<file path="src/rtl/tc_cfg_pkg.sv">
package tc_cfg_pkg;

    // ------------------------------------------------------------
    // Selector encodings
    // ------------------------------------------------------------
    localparam logic [3:0] SENSOR_DEFAULT = 4'h2;
    localparam logic [3:0] ALARM_DEFAULT = 4'h2;
    localparam logic [3:0] SEL_MAX = 4'h9;

    localparam logic [3:0] ALM_OFF = 4'h0;
    localparam logic [3:0] ALM_UPLO = 4'h1;
    localparam logic [3:0] ALM_UPPER = 4'h2;
    localparam logic [3:0] ALM_LOWER = 4'h3;
    localparam logic [3:0] ALM_RANGE = 4'h4;
    localparam logic [3:0] ALM_SB_UPLO = 4'h5;
    localparam logic [3:0] ALM_SB_UPPER = 4'h6;
    localparam logic [3:0] ALM_SB_LOWER = 4'h7;
    localparam logic [3:0] ALM_EVENT = 4'h8;
    localparam logic [3:0] ALM_PROP = 4'h9;

    // ------------------------------------------------------------
    // Function switch pin positions (pin n at bit n-1)
    // ------------------------------------------------------------
    localparam int PIN_ONOFF = 0;
    localparam int PIN_NORMAL = 1;
    localparam int PIN_SHIFT = 2;
    localparam int PIN_RSVD = 3;
    localparam int PIN_FAHR = 4;
    localparam int PIN_PIDDISP = 5;

    // ------------------------------------------------------------
    // Temperatures in tenths of a degree, signed 16 bit
    // ------------------------------------------------------------
    localparam int TEMP_W = 16;
    localparam logic signed [15:0] PROP_BAND = 16'sh01a4;
    localparam int PROP_PERIOD_S = 20;
    localparam int CLK_HZ = 100000000;
    localparam longint PROP_PERIOD_CYC = longint'(PROP_PERIOD_S) * longint'(CLK_HZ);

    // Range table, Celsius, tenths of a degree, indexed by sensor type
    localparam logic signed [15:0] RANGE_LO [10] = '{
        16'sh0000, 16'sh0000, -16'sh07d0, -16'sh03e8, -16'sh07d0,
        16'sh0000, -16'sh03e7, -16'sh03e7, -16'sh03e8, -16'sh07d0};
    localparam logic signed [15:0] RANGE_HI [10] = '{
        16'sh4268, 16'sh4268, 16'sh32c8, 16'sh2134, 16'sh0fa0,
        16'sh1770, 16'sh1194, 16'sh1194, 16'sh2134, 16'sh0fa0};

endpackage

</file>
<file path="src/rtl/tc_prop_pwm.sv">
`timescale 1ns/10ps
`default_nettype none

// Time-proportioning output: on-time within the period is excess/band.
module tc_prop_pwm #(
    parameter longint PERIOD_CYC = 64'd2000000000,
    parameter int W = 32
) (
    input wire logic i_mclk,
    input wire logic i_reset,
    input wire logic [15:0] i_excess,
    input wire logic [15:0] i_band,
    output logic o_on
);
    logic [W-1:0] count;
    logic [W-1:0] threshold;
    logic [W+15:0] prod;

    assign prod = (W+16)'(PERIOD_CYC) * (W+16)'(i_excess);

    always_ff @(posedge i_mclk or posedge i_reset) begin
        if (i_reset) begin
            count <= '0;
        end else if (count == W'(PERIOD_CYC - 1)) begin
            count <= '0;
        end else begin
            count <= count + W'(1);
        end
    end

    // Duty latched once a period so the pulse is not chopped mid-cycle
    always_ff @(posedge i_mclk or posedge i_reset) begin
        if (i_reset) begin
            threshold <= '0;
        end else if (count == '0) begin
            threshold <= (i_band == 16'h0000) ? '0 : W'(prod / (W+16)'(i_band));
        end
    end

    // Band edges act at once; only the duty inside the band waits for a new period,
    // otherwise a full-on alarm could lag by up to one whole period
    always_ff @(posedge i_mclk or posedge i_reset) begin
        if (i_reset) begin
            o_on <= 1'b0;
        end else if (i_excess == 16'h0000) begin
            o_on <= 1'b0;
        end else if (i_excess >= i_band) begin
            o_on <= 1'b1;
        end else begin
            o_on <= (count < threshold);
        end
    end
endmodule

`default_nettype wire

</file>
<file path="src/rtl/tc_cfg_alarm.sv">
`timescale 1ns/10ps
`default_nettype none

// Operation
// - Ten sensor selector positions decode to ten sensor types with ranges.
// - Sensor selector default position 2, K thermocouple.
// - Function pins set control type, direction, shift, scale, tuning display.
// - Alarm selector picks one of ten alarm modes.
// - Alarm selector default position 2, upper-limit alarm.
// - Proportional alarm starts at the alarm point, band lower edge.
// - Proportional alarm fully on at band upper edge.
// - Proportional band fixed 42 C, period fixed 20 s.
// - Alarm evaluation ignores output direction pin.
// - Standby modes hold alarm off until limit exceeded once.
// - Write lock ignores level, up, down and auto-tune keys.
// - Write lock still allows viewing set values, blocks changes.
// - Alarm output and alarm lamp driven together.
// - Alarm value is deviation in limit modes, absolute in event mode.
module tc_cfg_alarm (
    input wire logic i_mclk,
    input wire logic i_reset,
    input wire logic [3:0] i_sensor_type_selector,
    input wire logic [5:0] i_function_option_switch,
    input wire logic [3:0] i_alarm_type_selector,
    input wire logic i_write_lock_switch,
    input wire logic i_key_level,
    input wire logic i_key_up,
    input wire logic i_key_down,
    input wire logic i_key_autotune,
    input wire logic i_key_display,
    input wire logic signed [15:0] i_temp,
    input wire logic signed [15:0] i_set_point,
    input wire logic signed [15:0] i_alarm_value,
    output logic [3:0] o_sensor_type,
    output logic signed [15:0] o_range_lo,
    output logic signed [15:0] o_range_hi,
    output logic o_onoff_control,
    output logic o_normal_output,
    output logic o_input_shift_en,
    output logic o_fahrenheit,
    output logic o_pid_display_en,
    output logic [3:0] o_alarm_mode,
    output logic o_alarm_value_visible,
    output logic o_key_level,
    output logic o_key_up,
    output logic o_key_down,
    output logic o_key_autotune,
    output logic o_key_display,
    output logic o_alarm_out,
    output logic o_alarm_lamp
);
    // ------------------------------------------------------------
    // Configuration capture
    // ------------------------------------------------------------
    typedef enum logic [1:0] {
        CAP_WAIT = 2'b01,
        CAP_HELD = 2'b10
    } cap_state_e;

    cap_state_e cap_state;
    logic [3:0] sensor;
    logic [3:0] mode;
    logic [5:0] func;

    always_ff @(posedge i_mclk or posedge i_reset) begin
        if (i_reset) begin
            cap_state <= CAP_WAIT;
        end else begin
            case (cap_state)
                CAP_WAIT: cap_state <= CAP_HELD;
                CAP_HELD: cap_state <= CAP_HELD;
                default: cap_state <= CAP_WAIT;
            endcase
        end
    end

    always_ff @(posedge i_mclk or posedge i_reset) begin
        if (i_reset) begin
            sensor <= tc_cfg_pkg::SENSOR_DEFAULT;
            mode <= tc_cfg_pkg::ALARM_DEFAULT;
            func <= '0;
        end else if (cap_state == CAP_WAIT) begin
            // out-of-range codes fall back to the default
            sensor <= (i_sensor_type_selector > tc_cfg_pkg::SEL_MAX) ?
                tc_cfg_pkg::SENSOR_DEFAULT : i_sensor_type_selector;
            mode <= (i_alarm_type_selector > tc_cfg_pkg::SEL_MAX) ?
                tc_cfg_pkg::ALARM_DEFAULT : i_alarm_type_selector;
            // pin 4 is not used by any logic
            func <= i_function_option_switch;
        end
    end

    // ------------------------------------------------------------
    // Decoded configuration
    // ------------------------------------------------------------
    // range lookup (Celsius, tenths of a degree)
    always_ff @(posedge i_mclk or posedge i_reset) begin
        if (i_reset) begin
            o_range_lo <= tc_cfg_pkg::RANGE_LO[tc_cfg_pkg::SENSOR_DEFAULT];
            o_range_hi <= tc_cfg_pkg::RANGE_HI[tc_cfg_pkg::SENSOR_DEFAULT];
        end else begin
            o_range_lo <= tc_cfg_pkg::RANGE_LO[sensor];
            o_range_hi <= tc_cfg_pkg::RANGE_HI[sensor];
        end
    end

    // default position 2 through reset value
    assign o_sensor_type = sensor;
    assign o_onoff_control = func[tc_cfg_pkg::PIN_ONOFF];
    assign o_normal_output = func[tc_cfg_pkg::PIN_NORMAL];
    assign o_input_shift_en = func[tc_cfg_pkg::PIN_SHIFT];
    assign o_fahrenheit = func[tc_cfg_pkg::PIN_FAHR];
    assign o_pid_display_en = func[tc_cfg_pkg::PIN_PIDDISP] & ~func[tc_cfg_pkg::PIN_ONOFF];
    // default mode 2 through reset value
    assign o_alarm_mode = mode;
    // alarm value hidden in mode 0
    assign o_alarm_value_visible = (mode != tc_cfg_pkg::ALM_OFF);

    // ------------------------------------------------------------
    // Key gating
    // ------------------------------------------------------------
    // lock blocks changing keys
    assign o_key_level = i_key_level & ~i_write_lock_switch;
    assign o_key_up = i_key_up & ~i_write_lock_switch;
    assign o_key_down = i_key_down & ~i_write_lock_switch;
    assign o_key_autotune = i_key_autotune & ~i_write_lock_switch;
    // display key still steps through values for viewing
    assign o_key_display = i_key_display;

    // ------------------------------------------------------------
    // Alarm evaluation
    // ------------------------------------------------------------
    logic signed [17:0] dev;
    logic signed [17:0] xval;
    logic signed [17:0] prop_excess;
    logic upper_hit;
    logic lower_hit;
    logic band_out;
    logic raw;
    logic armed;
    logic prop_on;
    logic standby_mode;

    // deviation in limit modes, absolute in event mode
    assign dev = 18'(i_temp) - 18'(i_set_point);
    assign xval = 18'(i_alarm_value);
    assign upper_hit = dev >= xval;
    assign lower_hit = dev <= -xval;
    assign band_out = upper_hit | lower_hit;
    assign standby_mode = (mode == tc_cfg_pkg::ALM_SB_UPLO) ||
        (mode == tc_cfg_pkg::ALM_SB_UPPER) || (mode == tc_cfg_pkg::ALM_SB_LOWER);
    // excess above the alarm point measured in the band
    assign prop_excess = 18'(i_temp) - 18'(i_alarm_value);

    // direction pin never enters the evaluation
    always_comb begin
        case (mode)
            tc_cfg_pkg::ALM_UPLO: raw = band_out;
            tc_cfg_pkg::ALM_UPPER: raw = upper_hit;
            tc_cfg_pkg::ALM_LOWER: raw = lower_hit;
            tc_cfg_pkg::ALM_RANGE: raw = ~band_out;
            tc_cfg_pkg::ALM_SB_UPLO: raw = band_out;
            tc_cfg_pkg::ALM_SB_UPPER: raw = upper_hit;
            tc_cfg_pkg::ALM_SB_LOWER: raw = lower_hit;
            tc_cfg_pkg::ALM_EVENT: raw = (i_temp >= i_alarm_value);
            tc_cfg_pkg::ALM_PROP: raw = prop_on;
            default: raw = 1'b0;
        endcase
    end

    // arm once the limit has been crossed
    always_ff @(posedge i_mclk or posedge i_reset) begin
        if (i_reset) begin
            armed <= 1'b0;
        end else if (standby_mode && raw) begin
            armed <= 1'b1;
        end
    end

    tc_prop_pwm #(
        .PERIOD_CYC(tc_cfg_pkg::PROP_PERIOD_CYC),
        .W(32)
    ) u_pwm (
        .i_mclk(i_mclk),
        .i_reset(i_reset),
        .i_excess(
            (prop_excess <= 0) ? 16'h0000 :
            (prop_excess >= 18'(tc_cfg_pkg::PROP_BAND)) ? tc_cfg_pkg::PROP_BAND :
            prop_excess[15:0]),
        .i_band(tc_cfg_pkg::PROP_BAND),
        .o_on(prop_on)
    );

    // output and lamp from one flop
    always_ff @(posedge i_mclk or posedge i_reset) begin
        if (i_reset) begin
            o_alarm_out <= 1'b0;
        end else if (cap_state != CAP_HELD) begin
            o_alarm_out <= 1'b0;
        end else begin
            // mode 0 gives raw of zero; standby gating below
            o_alarm_out <= raw & (~standby_mode | armed);
        end
    end
    assign o_alarm_lamp = o_alarm_out;

    // ------------------------------------------------------------
    // Checks
    // ------------------------------------------------------------
    chk_lamp_follows: assert property (@(posedge i_mclk) disable iff (i_reset)
        o_alarm_lamp == o_alarm_out) else $error("lamp differs from alarm");
    chk_mode_off_quiet: assert property (@(posedge i_mclk) disable iff (i_reset)
        (mode == tc_cfg_pkg::ALM_OFF) |=> !o_alarm_out) else $error("alarm in mode 0");
    chk_lock_keys: assert property (@(posedge i_mclk) disable iff (i_reset)
        i_write_lock_switch |-> !(o_key_level | o_key_up | o_key_down | o_key_autotune))
        else $error("key passed while locked");
    chk_config_held: assert property (@(posedge i_mclk) disable iff (i_reset)
        (cap_state == CAP_HELD) |=> $stable(mode) && $stable(sensor) && $stable(func))
        else $error("config changed after capture");
    chk_standby_hold: assert property (@(posedge i_mclk) disable iff (i_reset)
        (standby_mode && !armed) |=> !o_alarm_out) else $error("alarm before arming");
    chk_upper_alarm: assert property (@(posedge i_mclk) disable iff (i_reset)
        (cap_state == CAP_HELD && mode == tc_cfg_pkg::ALM_UPPER) |=>
        (o_alarm_out == $past(upper_hit))) else $error("upper alarm wrong");
    chk_view_locked: assert property (@(posedge i_mclk) disable iff (i_reset)
        i_key_display |-> o_key_display) else $error("view blocked");
    chk_sensor_range: assert property (@(posedge i_mclk) disable iff (i_reset)
        sensor <= tc_cfg_pkg::SEL_MAX) else $error("sensor out of range");

endmodule

`default_nettype wire

</file>
<file path="config.mk">
export PLATFORM = sky130hd
export DESIGN_NAME = tc_cfg_alarm
export DESIGN_NICKNAME = d
export VERILOG_FILES = /design/src/rtl/tc_cfg_pkg.sv /design/src/rtl/tc_prop_pwm.sv /design/src/rtl/tc_cfg_alarm.sv
export SDC_FILE = /design/constraint.sdc
export NUM_CORES = 1
export LEC_CHECK = 0
export BUFFER_PORTS_ARGS = -buffer_cell sky130_fd_sc_hd__buf_2
export CAP_MARGIN = 20
export CORE_MARGIN = 2
export CORE_UTILIZATION = 70
export CTS_CLUSTER_SIZE = 25
export DETAILED_ROUTE_END_ITERATION = 8
export MAX_ROUTING_LAYER = met4
export PLACE_DENSITY = 0.89
export SYNTH_ARGS = -nofsm -noshare
export SYNTH_HDL_FRONTEND = slang
export SYNTH_SLANG_ARGS = --single-unit
export TNS_END_PERCENT = 1
</file>
<file path="constraint.sdc">
create_clock -name i_mclk -period 7.3 [get_ports i_mclk]
set_clock_uncertainty 0.2 [all_clocks]
set_input_delay 0.365 -clock i_mclk [delete_from_list [all_inputs] [get_ports i_mclk]]
set_output_delay 0.365 -clock i_mclk [all_outputs]
set_load 0.02 [all_outputs]
</file>
==> impl_metrics.yaml, run 1 <==
clock_network:
  cts_max_level: 3
  cts_resized: 526
  cts.path.max_buffers: 2
  cts.sinks: 98
  cts_buffers: 9
  post-cts-setup-buffers: 127
  clock-root-buffer: "clkbuf_16"
  cts_hold_buffers: 2
floorplan:
  die-height_microns: 217
  fp.dieW_microns: 217
  start_util_pct: 71.3
  ios: 123
  num_rows: 77
synthesis:
  synthFlopType: "dfrtp_1"
  yosysSeqAreaShare_pct: 7.79
  synth_area_leaders: "ha_1 (11%), fa_1 (8.5%), dfrtp_1 (6.9%)"
  avgSynthCellArea_sq_um: 8.30
  yosysWarnings: 0
  synth_edf_count: 0
  yosysTopAreaCellShare_pct: 10.6
  yosysTopAreaCell: "ha_1"
  async_flop_share_pct: 100
  ys_top_cells_by_count: "inv_1 (342), nand2_1 (280), ha_1 (267)"
  ys_ff_latch: 98
  synth.most_common_cell: "inv_1"
  synth_area_sq_um: 31700
  synth_cells: 3816
  synth_cell_types: 206
placement:
  io_buffer_count: 110
  dpl-instance-area_sq_um: 40800
  gp_congestion: 1.06
  dp_slack_ps: -32590
  dpl.hpwl_mm: 117
run_status:
  outcome: "stopped before the end"
  stop_stage: "clock tree synthesis (4_1_cts)"
  error: "[ERROR DPL-0038] Utilization greater than 100%, impossible to legalize"
## through the flow
stage	cells	hold WS (ps)	TNS, ps
3_5_place_dp	5578	222	-614310
3_3_place_gp	5578	220	-544670
2_1_floorplan	3879	224	-545410
## kinds of logic after synthesis
| group | share of synthesized area, % |
|---|---|
| and+or+nand+nor | 21.7 |
| AOI/OAI and AO/OA | 32.3 |
| buffers and inverters | 8.23 |
| adders and majority gates | 19.7 |
| xor gates and xnor gates | 6.42 |
| muxes | 3.80 |
| DFF | 7.79 |
| other | 0.0237 |
==> run 2, diff against run 1 <==
- CORE_UTILIZATION: 70 -> 40
- CTS_CLUSTER_SIZE: 25 -> default
- MAX_ROUTING_LAYER: met4 -> default
- PLACE_DENSITY: 0.89 -> default
- PLACE_DENSITY_LB_ADDON: default -> 0.15
==> run 2 against run 1 <==
The flow now finishes, with violations (setup timing); synthesized cell count unchanged; synthesized area is the same.
==> impl_metrics.yaml, run 2 <==
run_status:
  outcome: "finished with violations"
  violations: "setup timing"
route:
  drt-initial-drc-count: 1804
  routedWlPerCell_microns: 16.3
  vias: 33433
  drc: 0
  drt-total-wl_mm: 100
  vias_per_cell: 5.43
  firstDrtPassIters: 8
  ant_nets: 0
timing:
  slew_headroom_pct: 30.5
  hold_viol: 0
  max_freq_mhz: 27.8
  tightestPinTransition_ps: 1040
  drv_slew: 0
  setup_viol: 32
  rsz0062_at_grt: "true"
  final.min_clock_period_ps: 35920
  finalWorstSetupSlack_ps: -28620
  min_period_over_period_pct: 492
global_routing:
  grt_pass1_vias: 32763
  grt_max_degree: 76
  grt_pass1_wl_mm: 166
  antenna_found_initial: 1
  grt_usage_pct: 24.1
  gr-total-overflow: 0
synthesis:
  async_flop_share_pct: 100
  avgSynthCellArea_sq_um: 8.30
  synth_area_sq_um: 31700
  yosysTopAreaCellShare_pct: 10.6
  synth.most_common_cell: "inv_1"
  synth_cell_types: 206
  synthFlopType: "dfrtp_1"
  yosysWarnings: 0
  ys_ff_latch: 98
  synth_edf_count: 0
  ys_top_cells_by_count: "inv_1 (342), nand2_1 (280), ha_1 (267)"
  yosysTopAreaCell: "ha_1"
  synth_area_leaders: "ha_1 (11%), fa_1 (8.5%), dfrtp_1 (6.9%)"
  yosysSeqAreaShare_pct: 7.79
  synth_cells: 3816
finish:
  area_growth_pct: 37.3
  utilization_pct: 55.3
  layout_commonest_cell: "buf_4"
  drive_gt1_share_pct: 40.7
  layoutNonFillerInstCount: 6152
  fin_area_sq_um: 43500
  nets: 5567
  top_regs: "u_pwm.count x32, u_pwm.threshold x32, o_range_hi x13"
  final_cell_mix: "buf_4 (1221), inv_1 (340), nand2_1 (275)"
clock_network:
  cts.path.max_buffers: 2
  clk_latency_ps: 380
  cts_buffers: 9
  cts_max_level: 3
  cts_tree: "built"
  cts.sinks: 98
  path_clk_slew_ps: 70
  clock-root-buffer: "clkbuf_16"
setup_path:
  crit_top_cell: "buf_4"
  cp-start-kind: "input port"
  cp-end-kind: "flop"
  slowest_stage: "fa_1"
  ff2ff_setup_slack_ps: 2840
  reg2reg_from: "u_pwm.count[1]$_DFF_PP0_"
  r2r_cells: 25
  critical_path.max_fanout: 13
  reg2reg_to: "u_pwm.o_on$_DFF_PP0_"
  crit_path_max_incr_delay_ps: 560
  crit_arrival_ps: 35950
  worstPathRequired_ps: 7330
  worst-setup-path-type: "in -> reg"
hold_path:
  min_path_cells: 2
  min_from: "i_sensor_type_selector[3]"
  min-delay-path-class: "in -> reg"
  hold_path_end: "o_sensor_type[2]$_DFFE_PP0N_"
floorplan:
  fp.dieW_microns: 285
  ios: 123
  die-height_microns: 285
  dieArea_sq_um: 81400
  core_sq_um: 78600
  start_util_pct: 40.3
  num_rows: 103
placement:
  dpl.hpwl_mm: 84.8
  dp_slack_ps: -29890
  placed_cells: 6100
  io_buffer_count: 110
  gp_congestion: 0.917
  dpl-instance-area_sq_um: 41900
flow_run:
  drv_cap: 0
-- run 2: cell counts after synthesis --
No cell type changed its count.
-- run 2: cell families after synthesis --
group	count (synthesis)	synth area share, %
AOI/OAI and AO/OA	1242	32.3
xor gates and xnor gates	209	6.42
adders and majority gates	421	19.7
buffers and inverters	490	8.23
DFF	98	7.79
muxes	105	3.80
other	2	0.0237
and+or+nand+nor	1249	21.7
-- run 2: per-stage QoR --
stage               setup TNS [ps]  hold slack [ps]
finish                     -530200             15.8
detailed placement         -562160              162
CTS                        -527880             3.10
global route               -563930             16.3
floorplan                  -545410              224
global placement           -556560              159
-- run 2: cell type report --
cell class / count / area (sq um)
Clock inverter: 5 / 62.6
Multi-Input combinational cell: 3291 / 28100
Clock buffer: 11 / 233
Tap cell: 1050 / 1310
Fill cell: 7276 / 35100
Antenna cell: 1 / 2.50
Inverter: 347 / 1320
Sequential cell: 98 / 2470
Timing Repair Buffer: 1349 / 9960
-- run 2: worst max-delay path by stage --
stage / slack, ps / endpoint / from
finish: -28620 / u_pwm.threshold[0]$_DFFE_PP0N_ / i_alarm_value[1]
global route: -30320 / u_pwm.threshold[0]$_DFFE_PP0N_ / i_temp[0]
CTS: -28590 / u_pwm.threshold[0]$_DFFE_PP0N_ / i_temp[0]
detailed placement: -29890 / u_pwm.threshold[0]$_DFFE_PP0N_ / i_alarm_value[1]
global placement: -29490 / u_pwm.threshold[0]$_DFFE_PP0N_ / i_alarm_value[1]
floorplan: -30550 / u_pwm.threshold[0]$_DFFE_PP0N_ / i_alarm_value[1]
-- run 2: what timing repair did --
action | 4_1_cts | 5_1_grt
hold buffers | 2 | 0
endpoints found under the hold margin | 18 | 0
endpoints found under the setup margin | 32 | 32
buffers inserted | 9 | 24
pin swaps | 27 | 58
resized for setup | 96 | 107
-- run 2: layer usage --
| layer | GRT usage [%] | wire [microns] | vias to the layer above |
|---|---|---|---|
| met5 | 0 | 0 | - |
| met4 | 3.63 | 1560 | 0 |
| met3 | 1.20 | 2750 | 94 |
| met2 | 42.1 | 48500 | 584 |
| met1 | 33.3 | 47600 | 15979 |
| li1 | - | - | 16776 |
-- run 2: critical path, delay by kind of cell --
kind            cells  cell delay [ps]
compound gates     75            15640
xor+xnor            3              530
buf+inv            32             4670
fa+ha+maj          16             5710
simple gates       40             6990
mux                 8             1990
Power of run 2 is left out: the tool's default activity adds up to more than one toggle a clock period on the data nets, which glitch-free logic cannot reach.
